## config.mk

```make
export PLATFORM = sky130hd
export DESIGN_NAME = tmhl_core
export DESIGN_NICKNAME = d
export VERILOG_FILES = /design/src/core/tmhl_pkg.sv /design/src/core/tmhl_core.sv /design/src/core/tmhl_sync.sv
export VERILOG_INCLUDE_DIRS = /design/src /design/src/core
export SDC_FILE = /design/constraint.sdc
export NUM_CORES = 1
export LEC_CHECK = 0
export BUFFER_PORTS_ARGS = -buffer_cell sky130_fd_sc_hd__buf_2
export CAP_MARGIN = 10
export CORE_UTILIZATION = 50
export DETAILED_ROUTE_END_ITERATION = 7
export GPL_ROUTABILITY_DRIVEN = 0
export PLACE_DENSITY = 0.72
export SLEW_MARGIN = 0
export SYNTH_ARGS = -nofsm -noshare
export SYNTH_HDL_FRONTEND = slang
export SYNTH_HIERARCHICAL = 1
export SYNTH_SLANG_ARGS = --single-unit
```

## constraint.sdc

```tcl
create_clock -name core_clk_i -period 5.14 [get_ports core_clk_i]
set_input_delay 0 -clock core_clk_i [delete_from_list [all_inputs] [get_ports core_clk_i]]
set_output_delay 0 -clock core_clk_i [all_outputs]
set_load 0.1 [all_outputs]
```

## src/core/tmhl_regs.svh

```systemverilog
// Purpose: Register offsets, reset values, mode codes and timing counts of the limit timer.
// Assumes: Included by its bare name from every design file that needs it.
// Notes:   Definitions only.
`ifndef TMHL_REGS_SVH
`define TMHL_REGS_SVH

// ----------------------------------------------------------------------------
// Register offsets
// ----------------------------------------------------------------------------
`define TMHL_ADDR_CTRL    8'h00
`define TMHL_ADDR_MODE    8'h04
`define TMHL_ADDR_PERIOD  8'h08
`define TMHL_ADDR_COUNT   8'h0c
`define TMHL_ADDR_STATUS  8'h10

// ----------------------------------------------------------------------------
// Reset values
// ----------------------------------------------------------------------------
`define TMHL_CTRL_RST     8'h00
`define TMHL_MODE_RST     5'h00
`define TMHL_PERIOD_RST   8'hff
`define TMHL_COUNT_RST    8'h00

// ----------------------------------------------------------------------------
// Mode groups, upper two bits of the mode field
// ----------------------------------------------------------------------------
`define TMHL_GRP_FREE     2'h0
`define TMHL_GRP_ONE      2'h1
`define TMHL_GRP_MONO     2'h2

// ----------------------------------------------------------------------------
// Lower three bits of the mode field
// ----------------------------------------------------------------------------
`define TMHL_LO_SW        3'h0
`define TMHL_LO_RISE      3'h1
`define TMHL_LO_FALL      3'h2
`define TMHL_LO_ANY       3'h3
`define TMHL_LO_ERST_R    3'h4
`define TMHL_LO_ERST_F    3'h5
`define TMHL_LO_LVL_A     3'h6
`define TMHL_LO_LVL_B     3'h7

// ----------------------------------------------------------------------------
// Timing counts
// ----------------------------------------------------------------------------
// Extra held ticks after a reset edge, so counting resumes two ticks later.
`define TMHL_RESUME_HOLD  2'h1
`define TMHL_HOLD_ZERO    2'h0
`define TMHL_ONE8         8'h01
`define TMHL_ONE4         4'h1
`define TMHL_ONE7         7'h01
`define TMHL_ZERO7        7'h00
`define TMHL_ZERO4        4'h0

`endif

```

## src/core/tmhl_pkg.sv

```systemverilog
// Purpose: Types shared by the limit timer files.
// Assumes: Nothing is imported; users write tmhl_pkg::name.
// Notes:   Constants live in tmhl_regs.svh.
package tmhl_pkg;

    // ------------------------------------------------------------------------
    // Control register layout
    // ------------------------------------------------------------------------
    typedef struct packed {
        logic       run;
        logic [2:0] prescale_select;
        logic [3:0] postscale_select;
    } tmhl_ctrl_t;

    // ------------------------------------------------------------------------
    // Decoded behaviour of the selected mode
    // ------------------------------------------------------------------------
    typedef struct packed {
        logic gate_mode;
        logic start_ev;
        logic rst_edge;
        logic rst_lvl;
        logic clr_run;
        logic hold_all;
    } tmhl_dec_t;

    typedef enum logic [1:0] {
        PH_WAIT,
        PH_RUN,
        PH_HOLD
    } tmhl_phase_t;

endpackage

```

## src/core/tmhl_core.sv

```systemverilog
// Purpose: Mode control of an 8-bit period timer with hardware limit functions.
// Assumes: One clock; the trigger comes from outside this clock's domain.
// Notes:   The timer clock is core_clk_i divided by the prescaler enable.
//
// What this block does
// - Software gate counts while run bit set.
// - Count equal period clears to zero next.
// - Hardware gate equals software gate plus trigger.
// - Mode 00001 pauses while trigger high.
// - Mode 00010 pauses while trigger low.
// - Gating pauses stretch the period seen.
// - Software one-shot clears run after period match.
// - Edge one-shot starts on fresh edge.
// - Later edges reset; resume two clocks after.
// - Level one-shot holds reset, starts on release.
// - Monostable stops at zero, keeps run set.
// - Run and trigger delayed two timer clocks.
// - Instruction clock: one period sync delay.
// - Zero select fields give 1:1 scaling.
// - Debug mode ignores the trigger.
//
// The address-and-strobe port and the register addresses were decided locally.
`include "tmhl_regs.svh"

module tmhl_core #(
    parameter int CNT_W = 8
) (
    // Clock and reset
    input  wire logic             core_clk_i,
    input  wire logic             sys_rst_i,
    // Register port
    input  wire logic [7:0]       addr_i,
    input  wire logic [7:0]       wr_data_i,
    input  wire logic             wr_en_i,
    input  wire logic             rd_en_i,
    output logic      [7:0]       rd_data_o,
    // Trigger and system state
    input  wire logic             ext_trigger_signal_i,
    input  wire logic             instr_clk_sel_i,
    input  wire logic             debug_mode_i,
    // Timer outputs
    output logic      [CNT_W-1:0] count_value_o,
    output logic                  run_o,
    output logic                  period_match_o,
    output logic                  postscaled_o
);
    // ------------------------------------------------------------------------
    // State
    // ------------------------------------------------------------------------
    tmhl_pkg::tmhl_ctrl_t  ctrl_r,   ctrl_nxt;
    tmhl_pkg::tmhl_phase_t phase_r,  phase_nxt;
    tmhl_pkg::tmhl_dec_t   dec;
    logic [4:0]            mode_r,   mode_nxt;
    logic [CNT_W-1:0]      period_r, period_nxt;
    logic [CNT_W-1:0]      count_r,  count_nxt;
    logic [1:0]            hold_r,   hold_nxt;
    logic [6:0]            pre_r,    pre_nxt;
    logic [3:0]            post_r,   post_nxt;
    logic                  run_p1_r, run_p1_nxt;
    logic                  run_p2_r, run_p2_nxt;
    logic                  trg_p1_r, trg_p1_nxt;
    logic                  trg_p2_r, trg_p2_nxt;
    logic                  trg_prv_r, trg_prv_nxt;
    logic                  match_r,  match_nxt;
    logic                  pscl_r,   pscl_nxt;
    logic [7:0]            rdat_r,   rdat_nxt;

    logic                  trg_sync;
    logic                  tick;
    logic                  stage_en;
    logic                  run_eff;
    logic                  trg_eff;
    logic                  rise;
    logic                  fall;
    logic                  at_period;
    logic                  gate;
    logic                  roll;
    logic                  hw_clr_run;
    logic [6:0]            pre_lim;

    tmhl_sync u_trg_sync (
        .core_clk_i (core_clk_i),
        .sys_rst_i  (sys_rst_i),
        .async_i    (ext_trigger_signal_i),
        .sync_o     (trg_sync)
    );

    // ------------------------------------------------------------------------
    // Prescaler and synchronisation stages
    // ------------------------------------------------------------------------
    // A select of zero gives a limit of zero, so every clock is a tick.
    assign pre_lim  = 7'((`TMHL_ONE8 << ctrl_r.prescale_select) - `TMHL_ONE8);
    assign tick     = (pre_r == pre_lim);
    // With the instruction clock the stages move every cycle; otherwise on ticks.
    assign stage_en = instr_clk_sel_i | tick;
    assign run_eff  = instr_clk_sel_i ? run_p1_r : run_p2_r;
    assign trg_eff  = instr_clk_sel_i ? trg_p1_r : trg_p2_r;
    assign rise     = trg_eff & ~trg_prv_r;
    assign fall     = ~trg_eff & trg_prv_r;
    assign at_period = (count_r == period_r);

    always_comb begin
        pre_nxt    = tick ? `TMHL_ZERO7 : pre_r + `TMHL_ONE7;
        run_p1_nxt = run_p1_r;
        run_p2_nxt = run_p2_r;
        trg_p1_nxt = trg_p1_r;
        trg_p2_nxt = trg_p2_r;
        trg_prv_nxt = trg_prv_r;
        if (stage_en) begin
            run_p1_nxt = ctrl_r.run;
            run_p2_nxt = run_p1_r;
        end
        // In debug the trigger stages freeze, so no edge or level change is seen.
        if (stage_en && !debug_mode_i) begin
            trg_p1_nxt = trg_sync;
            trg_p2_nxt = trg_p1_r;
        end
        if (tick) begin
            trg_prv_nxt = trg_eff;
        end
        // A hardware clear of run must not be undone by stale pipeline copies.
        if (hw_clr_run) begin
            run_p1_nxt = 1'b0;
            run_p2_nxt = 1'b0;
        end
        if (wr_en_i && addr_i == `TMHL_ADDR_COUNT) begin
            pre_nxt = `TMHL_ZERO7;
        end
    end

    // ------------------------------------------------------------------------
    // Mode decode
    // ------------------------------------------------------------------------
    always_comb begin
        dec = '0;
        case (mode_r[4:3])
            `TMHL_GRP_FREE: begin
                dec.gate_mode = 1'b1;
            end
            `TMHL_GRP_ONE: begin
                dec.clr_run = 1'b1;
                case (mode_r[2:0])
                    `TMHL_LO_SW:     dec.start_ev = 1'b1;
                    `TMHL_LO_RISE:   dec.start_ev = rise;
                    `TMHL_LO_FALL:   dec.start_ev = fall;
                    `TMHL_LO_ANY:    dec.start_ev = rise | fall;
                    `TMHL_LO_ERST_R: begin
                        dec.start_ev = rise;
                        dec.rst_edge = rise;
                    end
                    `TMHL_LO_ERST_F: begin
                        dec.start_ev = fall;
                        dec.rst_edge = fall;
                    end
                    `TMHL_LO_LVL_A: begin
                        dec.start_ev = rise;
                        dec.rst_lvl  = ~trg_eff;
                    end
                    default: begin
                        dec.start_ev = fall;
                        dec.rst_lvl  = trg_eff;
                    end
                endcase
            end
            `TMHL_GRP_MONO: begin
                case (mode_r[2:0])
                    `TMHL_LO_RISE:  dec.start_ev = rise;
                    `TMHL_LO_FALL:  dec.start_ev = fall;
                    `TMHL_LO_ANY:   dec.start_ev = rise | fall;
                    `TMHL_LO_LVL_A: begin
                        dec.start_ev = trg_eff;
                        dec.rst_lvl  = ~trg_eff;
                        dec.clr_run  = 1'b1;
                    end
                    `TMHL_LO_LVL_B: begin
                        dec.start_ev = ~trg_eff;
                        dec.rst_lvl  = trg_eff;
                        dec.clr_run  = 1'b1;
                    end
                    default: dec.hold_all = 1'b1;
                endcase
            end
            default: dec.hold_all = 1'b1;
        endcase
    end

    // ------------------------------------------------------------------------
    // Counter and phase
    // ------------------------------------------------------------------------
    always_comb begin
        count_nxt  = count_r;
        phase_nxt  = phase_r;
        hold_nxt   = hold_r;
        roll       = 1'b0;
        hw_clr_run = 1'b0;
        gate       = run_eff;
        if (mode_r[2:0] == `TMHL_LO_RISE) begin
            gate = run_eff & ~trg_eff;
        end else if (mode_r[2:0] == `TMHL_LO_FALL) begin
            gate = run_eff & trg_eff;
        end
        if (tick && !dec.hold_all) begin
            if (dec.gate_mode) begin
                // A paused tick simply stretches the current period.
                phase_nxt = tmhl_pkg::PH_WAIT;
                if (gate) begin
                    roll      = at_period;
                    count_nxt = at_period ? '0 : count_r + CNT_W'(1);
                end
            end else if (!run_eff) begin
                phase_nxt = tmhl_pkg::PH_WAIT;
            end else begin
                case (phase_r)
                    tmhl_pkg::PH_WAIT: begin
                        if (dec.rst_lvl) begin
                            count_nxt = '0;
                        end else if (dec.start_ev) begin
                            phase_nxt = tmhl_pkg::PH_RUN;
                        end
                    end
                    tmhl_pkg::PH_RUN: begin
                        if (dec.rst_lvl) begin
                            count_nxt = '0;
                            phase_nxt = tmhl_pkg::PH_WAIT;
                        end else if (dec.rst_edge) begin
                            count_nxt = '0;
                            hold_nxt  = `TMHL_RESUME_HOLD;
                            phase_nxt = tmhl_pkg::PH_HOLD;
                        end else if (at_period) begin
                            count_nxt  = '0;
                            roll       = 1'b1;
                            hw_clr_run = dec.clr_run;
                            phase_nxt  = tmhl_pkg::PH_WAIT;
                        end else begin
                            count_nxt = count_r + CNT_W'(1);
                        end
                    end
                    tmhl_pkg::PH_HOLD: begin
                        if (dec.rst_edge) begin
                            hold_nxt = `TMHL_RESUME_HOLD;
                        end else if (hold_r == `TMHL_HOLD_ZERO) begin
                            phase_nxt = tmhl_pkg::PH_RUN;
                            count_nxt = count_r + CNT_W'(1);
                        end else begin
                            hold_nxt = hold_r - 2'h1;
                        end
                    end
                    default: phase_nxt = tmhl_pkg::PH_WAIT;
                endcase
            end
        end
        if (wr_en_i && addr_i == `TMHL_ADDR_COUNT) begin
            count_nxt = wr_data_i[CNT_W-1:0];
        end
    end

    // ------------------------------------------------------------------------
    // Postscaler and registers
    // ------------------------------------------------------------------------
    always_comb begin
        post_nxt  = post_r;
        pscl_nxt  = 1'b0;
        match_nxt = roll;
        if (roll) begin
            if (post_r == ctrl_r.postscale_select) begin
                post_nxt = `TMHL_ZERO4;
                pscl_nxt = 1'b1;
            end else begin
                post_nxt = post_r + `TMHL_ONE4;
            end
        end
        ctrl_nxt   = ctrl_r;
        mode_nxt   = mode_r;
        period_nxt = period_r;
        if (hw_clr_run) begin
            ctrl_nxt.run = 1'b0;
        end
        if (wr_en_i) begin
            case (addr_i)
                `TMHL_ADDR_CTRL: begin
                    // A software write wins over a hardware clear in the same cycle.
                    ctrl_nxt = tmhl_pkg::tmhl_ctrl_t'(wr_data_i);
                    post_nxt = `TMHL_ZERO4;
                end
                `TMHL_ADDR_MODE:   mode_nxt   = wr_data_i[4:0];
                `TMHL_ADDR_PERIOD: period_nxt = wr_data_i[CNT_W-1:0];
                default: ;
            endcase
        end
        rdat_nxt = 8'h00;
        if (rd_en_i) begin
            case (addr_i)
                `TMHL_ADDR_CTRL:   rdat_nxt = ctrl_r;
                `TMHL_ADDR_MODE:   rdat_nxt = {3'h0, mode_r};
                `TMHL_ADDR_PERIOD: rdat_nxt = 8'(period_r);
                `TMHL_ADDR_COUNT:  rdat_nxt = 8'(count_r);
                `TMHL_ADDR_STATUS: rdat_nxt = {5'h0, (phase_r != tmhl_pkg::PH_WAIT),
                                               trg_eff, run_eff};
                default:           rdat_nxt = 8'h00;
            endcase
        end
    end

    always_ff @(posedge core_clk_i or posedge sys_rst_i) begin
        if (sys_rst_i) begin
            ctrl_r    <= tmhl_pkg::tmhl_ctrl_t'(`TMHL_CTRL_RST);
            mode_r    <= `TMHL_MODE_RST;
            period_r  <= CNT_W'(`TMHL_PERIOD_RST);
            count_r   <= CNT_W'(`TMHL_COUNT_RST);
            phase_r   <= tmhl_pkg::PH_WAIT;
            hold_r    <= `TMHL_HOLD_ZERO;
            pre_r     <= `TMHL_ZERO7;
            post_r    <= `TMHL_ZERO4;
            run_p1_r  <= 1'b0;
            run_p2_r  <= 1'b0;
            trg_p1_r  <= 1'b0;
            trg_p2_r  <= 1'b0;
            trg_prv_r <= 1'b0;
            match_r   <= 1'b0;
            pscl_r    <= 1'b0;
            rdat_r    <= 8'h00;
        end else begin
            ctrl_r    <= ctrl_nxt;
            mode_r    <= mode_nxt;
            period_r  <= period_nxt;
            count_r   <= count_nxt;
            phase_r   <= phase_nxt;
            hold_r    <= hold_nxt;
            pre_r     <= pre_nxt;
            post_r    <= post_nxt;
            run_p1_r  <= run_p1_nxt;
            run_p2_r  <= run_p2_nxt;
            trg_p1_r  <= trg_p1_nxt;
            trg_p2_r  <= trg_p2_nxt;
            trg_prv_r <= trg_prv_nxt;
            match_r   <= match_nxt;
            pscl_r    <= pscl_nxt;
            rdat_r    <= rdat_nxt;
        end
    end

    assign rd_data_o      = rdat_r;
    assign count_value_o  = count_r;
    assign run_o          = ctrl_r.run;
    assign period_match_o = match_r;
    assign postscaled_o   = pscl_r;
endmodule // tmhl_core

```

## src/core/tmhl_sync.sv

```systemverilog
// Purpose: Three-stage synchroniser for one asynchronous level.
// Assumes: Single clock core_clk_i.
// Notes:   Output follows only once stages two and three agree.
module tmhl_sync (
    // Clock and reset
    input  wire logic core_clk_i,
    input  wire logic sys_rst_i,
    // Level
    input  wire logic async_i,
    output logic      sync_o
);
    logic [2:0] stg_r;
    logic [2:0] stg_nxt;
    logic       out_r;
    logic       out_nxt;

    always_comb begin
        stg_nxt = {stg_r[1:0], async_i};
        out_nxt = (stg_r[1] == stg_r[2]) ? stg_r[2] : out_r;
    end

    always_ff @(posedge core_clk_i or posedge sys_rst_i) begin
        if (sys_rst_i) begin
            stg_r <= 3'h0;
            out_r <= 1'b0;
        end else begin
            stg_r <= stg_nxt;
            out_r <= out_nxt;
        end
    end

    assign sync_o = out_r;
endmodule // tmhl_sync

```

-- Word level (Yosys, flattened, before mapping)
Index checks and enable logic that the tools add are counted.
- register bits after elaboration: 63
- word-level logic and storage cells: 166
- add/subtract/negate cells: 5
- equal/unequal tests: 31
- shifts and indexed selects: 1
- muxes and demuxes: 74
- bitwise logic cells: 9
- reductions and logical operators: 26
- operators by type and width (kind ; count):
    8-bit 2-to-1 mux ; 14
    8-bit case mux with 5 select lines ; 1
    1-bit 2-to-1 mux ; 29
    4-bit != test, second input constant ; 7
    2-bit 2-to-1 mux ; 13
    8-bit case mux with 3 select lines ; 1
    8-bit by 4-bit == test with 1-bit output, second input constant ; 2
    4-bit 2-to-1 mux ; 4
    7-bit 2-to-1 mux ; 2
    7-bit AND reduction ; 2
    3-bit == test, second input constant ; 4
    2-bit case mux with 2 select lines ; 3
    8-bit by 1-bit adder with 8-bit output, second input constant ; 1
    8-bit by 3-bit == test with 1-bit output, second input constant ; 1
    8-bit by 5-bit == test with 1-bit output, second input constant ; 1
    8-bit == test ; 1
    8-bit logical NOT ; 1
    1-bit case mux with 2 select lines ; 4
    2-bit nonzero test ; 4
    7-bit by 1-bit adder with 7-bit output, second input constant ; 1
    7-bit == test ; 1
    1-bit by 3-bit left shift with 7-bit output, first input constant ; 1
    7-bit by 1-bit subtractor with 7-bit output, second input constant ; 1
    3-bit by 2-bit == test with 1-bit output, second input constant ; 2
    other kinds (29) ; 45

-- Longest topological paths before layout
Gate-level depths: netlist of run 1.
- word-level depth: 14
- mapped depth: 12

-- Modules after synthesis
The synthesis of run 1 kept the hierarchy.
- modules (own cells, without submodules) (module ; instances ; cells each ; area an instance (µm²) ; sequential area each (µm²)):
    tmhl_core ; 1 ; 366 ; 3697.3 ; 1486.4
    tmhl_sync ; 1 ; 6 ; 115.1 ; 100.1

-- Worst setup path after synthesis of run 1
Ideal clock, no wire load.
- kind: register to register
- start: reg count_r[2] (netlist: count_value_o[2])
- end: reg post_r[3]
- arrival: 2.693 ns
- data required time: 5.021 ns
- path slack: 2.328 ns
- cell stages (with the launch flop): 8
- path buffers: 0
- period minus slack after synthesis: 2.812 ns
- cells stage by stage: dfrtp_1 > xor2_1 > nor4_1 > nand2_1 > or4_1 > nor3_4 > a21boi_0 > o21a_1
- longest elaborated chain between the ends: 11
- elaborated cells between the ends (all ways): 12
- RTL lines (element ; RTL line ; text):
    start, declared ; tmhl_core.sv:55 ; logic [CNT_W-1:0] count_r, count_nxt;
    start signal, assigned ; tmhl_core.sv:309 ; count_r <= CNT_W'(`TMHL_COUNT_RST);
    start signal, assigned ; tmhl_core.sv:326 ; count_r <= count_nxt;
    8-bit == test * ; tmhl_core.sv:100 ; assign at_period = (count_r == period_r);
    1-bit 2-to-1 mux ; tmhl_core.sv:229 ; end else if (at_period) begin
    1-bit 2-to-1 mux ; tmhl_core.sv:225 ; end else if (dec.rst_edge) begin
    1-bit 2-to-1 mux ; tmhl_core.sv:222 ; if (dec.rst_lvl) begin
    1-bit 2-to-1 mux ; tmhl_core.sv:213 ; case (phase_r)
    1-bit 2-to-1 mux ; tmhl_core.sv:210 ; end else if (!run_eff) begin
    1-bit 2-to-1 mux * ; tmhl_core.sv:203 ; if (dec.gate_mode) begin
    1-bit 2-to-1 mux * ; tmhl_core.sv:202 ; if (tick && !dec.hold_all) begin
    net match_nxt ; tmhl_core.sv:64 ; logic match_r, match_nxt;
    4-bit 2-to-1 mux * ; tmhl_core.sv:264 ; if (roll) begin
    4-bit 2-to-1 mux ; tmhl_core.sv:279 ; case (addr_i)
    4-bit 2-to-1 mux * ; tmhl_core.sv:278 ; if (wr_en_i) begin
    net post_nxt[3] ; tmhl_core.sv:58 ; logic [3:0] post_r, post_nxt;
    end signal, assigned ; tmhl_core.sv:313 ; post_r <= `TMHL_ZERO4;
    end signal, assigned ; tmhl_core.sv:330 ; post_r <= post_nxt;
    end, declared ; tmhl_core.sv:58 ;
The timed path passes the listed nets; every way through them passes the cells marked *.
A chain may end at the register's enable or synchronous reset.

-- Final worst setup path of run 1
- start: reg trg_p1_r
- end: reg count_r[4] (netlist: count_value_o[4])
- longest elaborated chain between the ends: 12
- elaborated cells between the ends (all ways): 24
- RTL lines (element ; RTL line ; text):
    start, declared ; tmhl_core.sv:61 ; logic trg_p1_r, trg_p1_nxt;
    start signal, assigned ; tmhl_core.sv:333 ; trg_p1_r <= trg_p1_nxt;
    1-bit 2-to-1 mux * ; tmhl_core.sv:97 ; assign trg_eff = instr_clk_sel_i ? trg_p1_r : trg_p2_r;
    1-bit NOT ; n/a ;
    1-bit bitwise AND ; tmhl_core.sv:99 ; assign fall = ~trg_eff & trg_prv_r;
    1-bit case mux with 2 select lines ; tmhl_core.sv:142 ; case (mode_r[2:0])
    1-bit 2-to-1 mux ; tmhl_core.sv:136 ; case (mode_r[4:3])
    8-bit 2-to-1 mux ; tmhl_core.sv:225 ;
    8-bit 2-to-1 mux ; tmhl_core.sv:222 ;
    8-bit case mux with 3 select lines ; tmhl_core.sv:213 ;
    8-bit 2-to-1 mux ; tmhl_core.sv:210 ;
    8-bit 2-to-1 mux ; tmhl_core.sv:203 ;
    8-bit 2-to-1 mux ; tmhl_core.sv:202 ;
    8-bit 2-to-1 mux ; tmhl_core.sv:252 ; if (wr_en_i && addr_i == `TMHL_ADDR_COUNT) begin
Every way passes the cells marked *; elsewhere a longest branch is shown, timed or not. The select of a mux whose other input is x is not followed.

==> results of run 1 <==
## registers in the layout, indices dropped and copies added, names as in the netlist
register	flops
run_p1_r	1
trg_p2_r	1
u_trg_sync/stg_r	3
phase_r	2
mode_r	5
post_r	4
ctrl_r	7
u_trg_sync/sync_o	1
postscaled_o	1
period_match_o	1
run_p2_r	1
hold_r	2
rd_data_o	8
period_r	8
pre_r	7
run_o	1
trg_p1_r	1
trg_prv_r	1
count_value_o	8
## how the worst max path moves through the flow
stage / startpoint / cells after the start / to
4_1_cts: trg_p1_r$_DFFE_PP0P_ / 9 / count_value_o[4]$_DFFE_PP0P_
2_1_floorplan: count_value_o[2]$_DFFE_PP0P_ / 7 / post_r[3]$_DFF_PP0_
3_5_place_dp: trg_p1_r$_DFFE_PP0P_ / 9 / count_value_o[4]$_DFFE_PP0P_
3_3_place_gp: trg_p1_r$_DFFE_PP0P_ / 9 / count_value_o[5]$_DFFE_PP0P_
6_report: trg_p1_r$_DFFE_PP0P_ / 9 / count_value_o[4]$_DFFE_PP0P_
5_1_grt: trg_p1_r$_DFFE_PP0P_ / 10 / count_value_o[5]$_DFFE_PP0P_
## power breakdown
group,switching [mW],total [mW],internal (mW),leakage (nW)
clock network,0.186,0.433,0.247,0.0985
logic,0.439,0.675,0.236,1.13
registers,0.0858,0.654,0.569,0.809
## cell usage after synthesis (3+ instances only)
master     n
o211a_1    3
buf_6      3
a22oi_1    4
nand3b_1   3
nor4_1     4
mux4_2     5
dfstp_2    8
o21a_1     4
inv_1     16
ha_1      13
or3_1      4
o21ai_0   10
nor2_1    34
or4_1      3
mux2i_1    7
mux2_2    18
a31oi_1    4
a21oi_1   10
nand2_1   42
a21boi_0   3
o211ai_1   6
dfrtp_1   55
and2_1     5
nand3_1   13
xnor2_1    4
nand2b_1   3
clkbuf_1   7
nor3_1     5
nor2b_1    9
xor2_1    16
and3_1     3
nand4b_1   3
o211ai_2   5
## cell families (layout without fill, tap and decap cells)
kind of cell    Yosys count  count (layout)
fa+ha+maj                14              14
flops                    63              63
buf+inv                  29              85
xor+xnor                 20              20
compound gates           69              69
simple gates            146             146
mux                      31              31
## area by class of cell
type | instances | area share
Clock inverter | 3 | 0.00969
Tap cell | 99 | 0.0282
Inverter | 16 | 0.0137
Multi-Input combinational cell | 280 | 0.476
Clock buffer | 12 | 0.0353
Sequential cell | 63 | 0.361
Timing Repair Buffer | 54 | 0.0758
## critical path: stages, from the launching register on
cell and delay, ns:
dfrtp_1 0.42, mux2i_4 0.24, ha_1 0.26, mux2i_1 0.12, or3_1 0.48, o311a_1 0.21
a311oi_2 0.50, or2_1 0.19, or2_1 0.35, o211ai_2 0.13
## layer usage
metal  wire (um)  part of all wire
met4         181             0.021
met3         518             0.060
met2        4170              0.48
met5           0                 0
met1        3820              0.44
## cell usage in the layout, fill, tap and decap left out, drive strengths merged, types with 5 or more instances in the layout
| master | netlist | routed |
|---|---|---|
| nand2 | 42 | 42 |
| o211ai | 11 | 11 |
| mux4 | 5 | 5 |
| clkbuf | 7 | 12 |
| dlygate4sd3 | 0 | 12 |
| xor2 | 16 | 16 |
| o21ai | 12 | 12 |
| buf | 6 | 42 |
| a21oi | 10 | 10 |
| inv | 16 | 16 |
| and2 | 6 | 6 |
| nor2 | 34 | 34 |
| mux2i | 8 | 8 |
| mux2 | 18 | 18 |
| nor2b | 9 | 9 |
| nand3 | 14 | 14 |
| dfrtp | 55 | 55 |
| dfstp | 8 | 8 |
| nor3 | 6 | 6 |
| ha | 13 | 13 |
==> flow_metrics.tcl, run 1 <==
set metrics [dict create \
    maxSlewViolCount 0 \
    clock_latency_ns 0.34 \
    cts-resized-gates 0 \
    maxCapViolCount 0 \
    slew_headroom 0.378 \
    hp-class "input pin to flop" \
    rsz0062_at_grt "no" \
    synth_nets 408 \
    ys_seq_elements 63 \
    status "finished clean" \
    hpwl_um 6290 \
    dp_slack_ns 2.19 \
    drive_gt1_frac 0.252 \
    ys_warn_count 6 \
    setup_ws_ns 2.13 \
    synth-simple-area-share 0.202 \
    fin_util 0.599 \
    rr_worst_depth 9 \
    antenna_found_initial 0 \
    min_period_over_period 0.585 \
    avgSynthCellArea_um2 10.2 \
    power.density_nw_per_um2 402 \
    drt-total-wl_um 8700 \
    min_from "debug_mode_i" \
    synth_top_area_share 0.361 \
    wl_per_cell_um 16.5 \
    synthAdderAreaFrac 0.0456 \
    grt_use_total 0.238 \
    dieArea_um2 7980 \
    synth_top_family_by_area "simple AND/OR/NAND/NOR gates" \
    cts_sinks 63 \
    met1_usage 0.318 \
    first_global_vias 2855 \
    h-tree-depth 3 \
    post-route-cell-area_um2 4390 \
    area_growth_syn_to_layout_pct 15.2 \
    syn_area_um2 3810 \
    rows 31 \
    setup_viol 0 \
    post-route-drc-count 0 \
    multi_input_area_um2 2090 \
    timing.rr.end "count_value_o[4]$_DFFE_PP0P_" \
    die_y_um 89.3 \
    vias 3017 \
    synth_cell_types 63 \
    use_met2 0.378 \
    cts_setup_buffers 0 \
    place.port_buffers 41 \
    initial_core_util 0.520 \
    viasPerCell 5.72 \
    r2r_slack_ns 2.13 \
    synth-compound-area-share 0.147 \
    crit_path_end_kind "flop" \
    firstDrtPassIters 4 \
    use_met3 0.0517 \
    dpl_cell_area_um2 4070 \
    grt_pass1_wl_um 14100 \
    drt_iter0_markers 230 \
    hold_violations 0 \
    tightest_slew_ns 0.925 \
    overflow 0 \
    timing.setup.tns_ns 0 \
    muxShareOfSynthArea 0.107 \
    pin_count 42 \
    r2r_start "trg_p1_r$_DFFE_PP0P_" \
    fin_nets 460 \
    min_period_ns 3.01 \
    grt.busiest_layer "met2" \
    leakage_nw 2.04 \
    holdBufCountCts 12 \
    ys.flop_type "dfrtp_1" \
    die_w_um 89.3 \
    ys_async_sr_fraction 1.00 \
    netlist_instances 372 \
    regArea_um2 1590 \
    synth_area_leaders "dfrtp_1 (36%), dfstp_2 (5.5%), mux2_2 (5.3%)" \
    drtAntennaViolNets 0 \
    clockBufferDepth 2 \
    holdPathEnd "trg_p1_r$_DFFE_PP0P_" \
    synth-xor-area-share 0.0459 \
    tritoncts.num_buffers 9 \
    timing.hold.ws_ns 0.0460 \
    cp.required_ns 5.35 \
    seq_area_frac_synth 0.416 \
    n_antenna_cell 0 \
    placed_cells 500 \
    grt_max_degree 60 \
    cp_max_fo 7 \
    clkTransAtPathRegs_ns 0.07 \
    critical_path.startpoint_type "flop" \
    synth.largest_area_cell "dfrtp_1" \
    fin_cells 527 \
    synth_edf_count 0 \
    fillCellCount 601 \
    cts_root_buf "clkbuf_8" \
    total_power_mw 1.76 \
    crit_type "flop to flop" \
    finalClockSkew_ns 0.0122 \
    core_um2 7330 \
    ir_drop_uv 257 \
    max_freq_mhz 333 \
    hold_depth 3 \
    tritoncts "done" \
    critPathArrivalTime_ns 3.22 \
]
Note: power is estimated with default switching activity, not from simulation.
==> run 2: changes to the inputs <==
Settings changed: PLACE_DENSITY 0.72 to 0.74.
Clock period 5.14 ns to 2.49 ns, I/O delays scaled along.
==> run 2 against run 1 <==
Effect of this change: critical path depth rose by 1; register-to-register slack got worse by 2.1 ns; maximum frequency grew 21%; final area increased by 9.4%; first-iteration DRC count down 23%; routed wire length increased by 9.0%; sequential share of layout area decreased by 2.9 points; core utilization rose by 5.6 points; worst setup slack got worse by 2.1 ns; combinational power grew to 2.8 times the previous value; non-clock buffer count increased by 37; sequential cell count unchanged.
==> flow_metrics.tcl, run 2 (same netlist as run 1, synthesis figures left out) <==
set metrics [dict create \
    status "finished clean" \
    setup_viol 0 \
    r2r_slack_ns 0.02 \
    total_power_mw 4.06 \
    cp_top_family "compound AO/OA/AOI/OAI gates" \
    drive_gt1_frac 0.376 \
    viasPerCell 5.65 \
    h-tree-depth 3 \
    timing.setup.tns_ns 0 \
    hpwl_um 6830 \
    slew_headroom 0.609 \
    grt_max_degree 26 \
    clock_latency_ns 0.36 \
    place.port_buffers 41 \
    drt_iter0_markers 178 \
    die_w_um 89.3 \
    dpl_cell_area_um2 4340 \
    wl_per_cell_um 16.8 \
    fillCellCount 566 \
    clockPowerShare 0.217 \
    timing.hold.ws_ns 0.0312 \
    crit_chain "mux2i_4 -> inv_2 -> ha_4 -> and2_4 -> o311ai_2 -> o211a_1 -> a21oi_2 -> o211a_1 -> or4_1 -> o21ai_1" \
    finalClockSkew_ns 0.00720 \
    layout_common_cells "dfrtp_1 (46), nand2_1 (41), buf_2 (41)" \
    timing.rr.end "phase_r[1]$_DFFE_PP0P_" \
    leakage_nw 2.23 \
    tritoncts.num_buffers 9 \
    ir_drop_uv 700 \
    cp_common_cell "o211a_1" \
    power.switching_mw 1.65 \
    cts_sinks 63 \
    power_frac_seq 0.325 \
    layout_commonest_cell "dfrtp_1" \
    crit_buf_inv 1 \
    rr_worst_depth 10 \
    firstDrtPassIters 4 \
    rsz0062_at_grt "yes" \
    cts_root_buf "clkbuf_8" \
    n_antenna_cell 0 \
    critPathArrivalTime_ns 2.77 \
    fin_nets 497 \
    post-route-cell-area_um2 4800 \
    post-route-drc-count 0 \
    overflow 0 \
    clkTransAtPathRegs_ns 0.07 \
    pin_count 42 \
    min_period_ns 2.47 \
    hp-class "input pin to flop" \
    p_sw_frac 0.407 \
    rows 31 \
    min_period_over_period 0.994 \
    antenna_found_initial 0 \
    first_global_vias 3038 \
    crit_slowest_cell "or4_1" \
    cp_max_fo 3 \
    max_freq_mhz 404 \
    grt_pass1_wl_um 14800 \
    grt_use_total 0.253 \
    comb_power_share 0.458 \
    clockBufferDepth 2 \
    hold_depth 3 \
    maxCapViolCount 0 \
    r2r_start "trg_p1_r$_DFFE_PP0P_" \
    dieArea_um2 7980 \
    tritoncts "done" \
    power.density_nw_per_um2 845 \
    core_um2 7330 \
    cp.required_ns 2.78 \
    critical_path.startpoint_type "flop" \
    maxSlewViolCount 0 \
    initial_core_util 0.520 \
    drt-total-wl_um 9480 \
    cpPeakStageDelay_ns 0.52 \
    tightest_slew_ns 0.584 \
    area_growth_syn_to_layout_pct 26.0 \
    min_from "debug_mode_i" \
    vias 3194 \
    crit_type "flop to flop" \
    holdPathEnd "trg_p1_r$_DFFE_PP0P_" \
    crit_path_end_kind "flop" \
    drtAntennaViolNets 0 \
    internal-power_mw 2.41 \
    hold_violations 0 \
    die_y_um 89.3 \
]
## run 2: changes by cell type in the layout (fill, tap and decap cells not counted), moves of 4 or more
cell,change
buf_4,+34
dfrtp_1,-9
dfrtp_2,+9
ha_1,-4
## run 2: layout make-up
class / count / area (um^2) / area share
repair buffers: 91 / 621 / 0.129
multi-input cells: 280 / 2210 / 0.461
clock buffers: 10 / 128 / 0.0266
inverters: 16 / 60.1 / 0.0125
clock inverters: 6 / 61.3 / 0.0128
flip-flops and latches: 63 / 1600 / 0.333
well taps: 99 / 124 / 0.0258
## run 2: power groups by stage
stage	clock [mW]	sequential, mW	combinational [mW]
finish	0.882	1.32	1.86
global route	0.944	1.34	2.02
CTS	0.899	1.31	1.73
detailed placement	0	1.33	1.68
global placement	0	1.32	1.63
floorplan	0	1.57	0.937
## run 2: per-layer routing
layer	vias to the layer above	part of all wire	global-route usage
li1	1526	-	-
met1	1568	0.44	0.329
met2	81	0.49	0.408
met3	19	0.049	0.0536
met4	0	0.022	0.115
met5	-	0	0
## run 2: how the worst max path moves through the flow
stage                               from                      endpoint  slack [ns]  depth (start not counted)
finish              trg_p1_r$_DFFE_PP0P_        phase_r[1]$_DFFE_PP0P_        0.02                         10
floorplan           trg_p1_r$_DFFE_PP0P_  count_value_o[2]$_DFFE_PP0P_      -0.003                         12
global placement    trg_p1_r$_DFFE_PP0P_  count_value_o[3]$_DFFE_PP0P_        0.08                          9
global route        trg_p1_r$_DFFE_PP0P_  count_value_o[2]$_DFFE_PP0P_       -0.04                          9
CTS                 trg_p1_r$_DFFE_PP0P_        phase_r[1]$_DFFE_PP0P_      0.0006                         10
detailed placement  trg_p1_r$_DFFE_PP0P_  count_value_o[3]$_DFFE_PP0P_       -0.03                          9
## run 2: worst register-to-register path: cells and delay by family (launching register included)
family / cells / cell delay [ns]
AND/OR/NAND/NOR: 2 / 0.68
buffers and inverters: 1 / 0.08
flip-flops: 1 / 0.42
multiplexers: 1 / 0.21
AO/OA/AOI/OAI: 5 / 0.82
adder cells (fa/ha/maj): 1 / 0.21
## run 2: what timing repair did
action,in CTS,in global routing
pin swaps,1,7
resized for setup,2,22
endpoints found under the setup margin,7,17
endpoints found under the hold margin,54,0
hold buffers,13,0
buffers inserted,1,5
## run 2: stage by stage
| stage | utilization | std cells | worst slack (ns) |
|---|---|---|---|
| after global routing | 0.655 | 565 | -0.0444 |
| after floorplan | - | 372 | -0.00273 |
| final | 0.655 | 565 | 0.0153 |
| after CTS | 0.637 | 560 | 0.000611 |
| after global placement | 0.593 | 530 | 0.0818 |
| after detailed placement | 0.593 | 530 | -0.0276 |
==> run 3: changes to the inputs <==
Settings changed: PLACE_DENSITY 0.74 to 0.72, SYNTH_HIERARCHICAL 1 to default.
Clock period 2.49 ns to 2.4 ns, I/O delays scaled along.
==> run 3 against run 2 <==
Effect of this change: the flow now finishes with violations (setup timing); sequential cell count unchanged; clock skew grew 0.0052 ns; register-to-register slack got worse by 0.07 ns; core utilization is 1.1 points higher; count of clock-buffer cells in the layout is 3 higher; routed wire length grew 0.58%; critical path type unchanged; critical endpoint is now count_value_o[7]$_DFFE_PP0P_.
==> flow_metrics.tcl, run 3 <==
set metrics [dict create \
    pin_count 42 \
    dp_slack_ns -0.142 \
    first_global_vias 3148 \
    drt_iter0_markers 227 \
    min_period_over_period 1.02 \
    grt_use_total 0.254 \
    setup_ws_ns -0.0534 \
    clockBufferDepth 2 \
    rows 31 \
    crit_chain "inv_1 -> ha_1 -> o21ai_2 -> o41ai_2 -> o21ai_2 -> or4_4 -> or4_1 -> a31oi_1" \
    total_power_mw 4.13 \
    cp_top_family "simple AND/OR/NAND/NOR gates" \
    cts_root_buf "clkbuf_8" \
    crit_buf_inv 1 \
    avgSynthCellArea_um2 9.73 \
    ys_warn_count 0 \
    max_freq_mhz 408 \
    fin_nets 515 \
    power.density_nw_per_um2 861 \
    maxSlewViolCount 0 \
    critPathArrivalTime_ns 2.71 \
    synth_edf_count 0 \
    firstDrtPassIters 5 \
    setup_viol 3 \
    placed_cells 553 \
    dieArea_um2 7800 \
    slew_headroom 0.547 \
    drive_gt1_frac 0.370 \
    overflow 0 \
    synth_nets 419 \
    layout_common_cells "nand2_1 (51), dfrtp_1 (45), buf_4 (43)" \
    area_growth_syn_to_layout_pct 29.0 \
    die_y_um 88.3 \
    hpwl_um 6920 \
    crit_path_end_kind "flop" \
    viasPerCell 5.74 \
    critical_path.startpoint_type "flop" \
    tritoncts.num_buffers 9 \
    synth_cell_types 63 \
    status "finished with violations" \
    crit_type "flop to flop" \
    failed_checks "setup timing" \
    cpPeakStageDelay_ns 0.43 \
    ys.flop_type "dfrtp_1" \
    seq_area_frac_synth 0.426 \
    finalClockSkew_ns 0.0124 \
    h-tree-depth 3 \
    initial_core_util 0.516 \
    vias 3344 \
    rsz0062_at_grt "yes" \
    syn_area_um2 3720 \
    cp_max_fo 3 \
    min_period_ns 2.45 \
    synth.largest_area_cell "dfrtp_1" \
    tritoncts "done" \
    dpl_cell_area_um2 4380 \
    ir_drop_uv 895 \
    layout_commonest_cell "nand2_1" \
    synth_area_leaders "dfrtp_1 (37%), mux2_2 (6.7%), dfstp_2 (5.6%)" \
    grt_pass1_wl_um 14800 \
    post-route-drc-count 0 \
    hp-class "input pin to flop" \
    place.port_buffers 41 \
    post-route-cell-area_um2 4800 \
    clock_latency_ns 0.34 \
    wl_per_cell_um 16.3 \
    clkTransAtPathRegs_ns 0.07 \
    tightest_slew_ns 0.678 \
    ys_seq_elements 63 \
    cts_sinks 63 \
    core_um2 7210 \
    drt-total-wl_um 9530 \
    n_antenna_cell 0 \
    ys_async_sr_fraction 1.00 \
    die_w_um 88.3 \
    grt_max_degree 35 \
    cp.required_ns 2.65 \
    fin_cells 583 \
    synth_common_cells "dfrtp_1 (55), nand2_1 (51), nor2_1 (33), mux2_2 (22), inv_1 (16)" \
    drtAntennaViolNets 0 \
    maxCapViolCount 0 \
    hold_violations 0 \
    netlist_instances 383 \
    synth_top_area_share 0.369 \
    yosysMostFrequentCell "dfrtp_1" \
    cp_common_cell "o21ai_2" \
    crit_slowest_cell "or4_4" \
    antenna_found_initial 0 \
    leakage_nw 2.22 \
]
run 3: cell count changes after synthesis, sizes merged, moves of 6 or more:
cell and delta:
xor2 -6, o21ai +7, and3 +6, nand2 +9, nor3 +6
run 3: kinds of logic (layout without fill, tap and decap cells):
| logic type | after synthesis | after routing | synth area share |
|---|---|---|---|
| buf+inv | 32 | 133 | 0.0363 |
| flops | 63 | 63 | 0.426 |
| mux | 33 | 33 | 0.106 |
| fa+ha+maj | 14 | 14 | 0.0464 |
| simple gates | 150 | 150 | 0.200 |
| compound gates | 72 | 72 | 0.141 |
| xor+xnor | 19 | 19 | 0.0447 |
run 3: where the power goes:
part,switching (mW),internal (mW)
clock network,0.399,0.430
logic,1.12,0.797
registers,0.177,1.22
total,1.69,2.44
run 3: worst min-delay path, delay by kind of cell:
kind	cells	cell delay (ns)
buf+inv	1	0.07
simple gates	1	0.05
mux	1	0.21
run 3: path summary, 6_finish.rpt:
kind,start,end,slack (ns),cells after the start
min in group asynchronous,sys_rst_i,u_trg_sync.stg_r[1]$_DFF_PP0_,0.30,3
min,debug_mode_i,trg_p1_r$_DFFE_PP0P_,0.03,3
max reg2reg,mode_r[3]$_DFFE_PP0P_,count_value_o[7]$_DFFE_PP0P_,-0.05,8
min reg2reg,u_trg_sync.stg_r[0]$_DFF_PP0_,u_trg_sync.stg_r[1]$_DFF_PP0_,0.35,0
max in group asynchronous,sys_rst_i,period_r[0]$_DFFE_PP1P_,1.39,4
max,mode_r[3]$_DFFE_PP0P_,count_value_o[7]$_DFFE_PP0P_,-0.05,8
run 3: layout make-up:
class | instances | area (um^2)
Multi-Input combinational cell | 288 | 2130
Clock buffer | 13 | 159
Timing Repair Buffer | 99 | 701
Sequential cell | 63 | 1600
Clock inverter | 3 | 20.0
Fill cell | 584 | 2410
Inverter | 18 | 67.6
Tap cell | 99 | 124
run 3: metal layers:
layer  up-vias  global-route usage  part of all wire
met4         0               0.116             0.024
met3        21              0.0588             0.055
met5         -                   0                 0
li1       1574                   -                 -
met2       123               0.399              0.48
met1      1626               0.336              0.44
run 3: repair_timing:
item	in CTS	in global routing
pin swaps	5	9
hold buffers	11	0
setup endpoints to repair	10	17
endpoints found under the hold margin	59	0
setup buffers	3	0
gates resized for setup	10	21
run 3: stage by stage:
stage	TNS (ns)	hold WS (ns)	utilization
2_1_floorplan	-0.152	0.0314	-
3_3_place_gp	-0.0184	0.108	0.606
3_5_place_dp	-0.356	0.112	0.606
4_1_cts	-0.191	0.0193	0.653
5_1_grt	-0.597	0.0259	0.666
6_report	-0.0820	0.0320	0.666
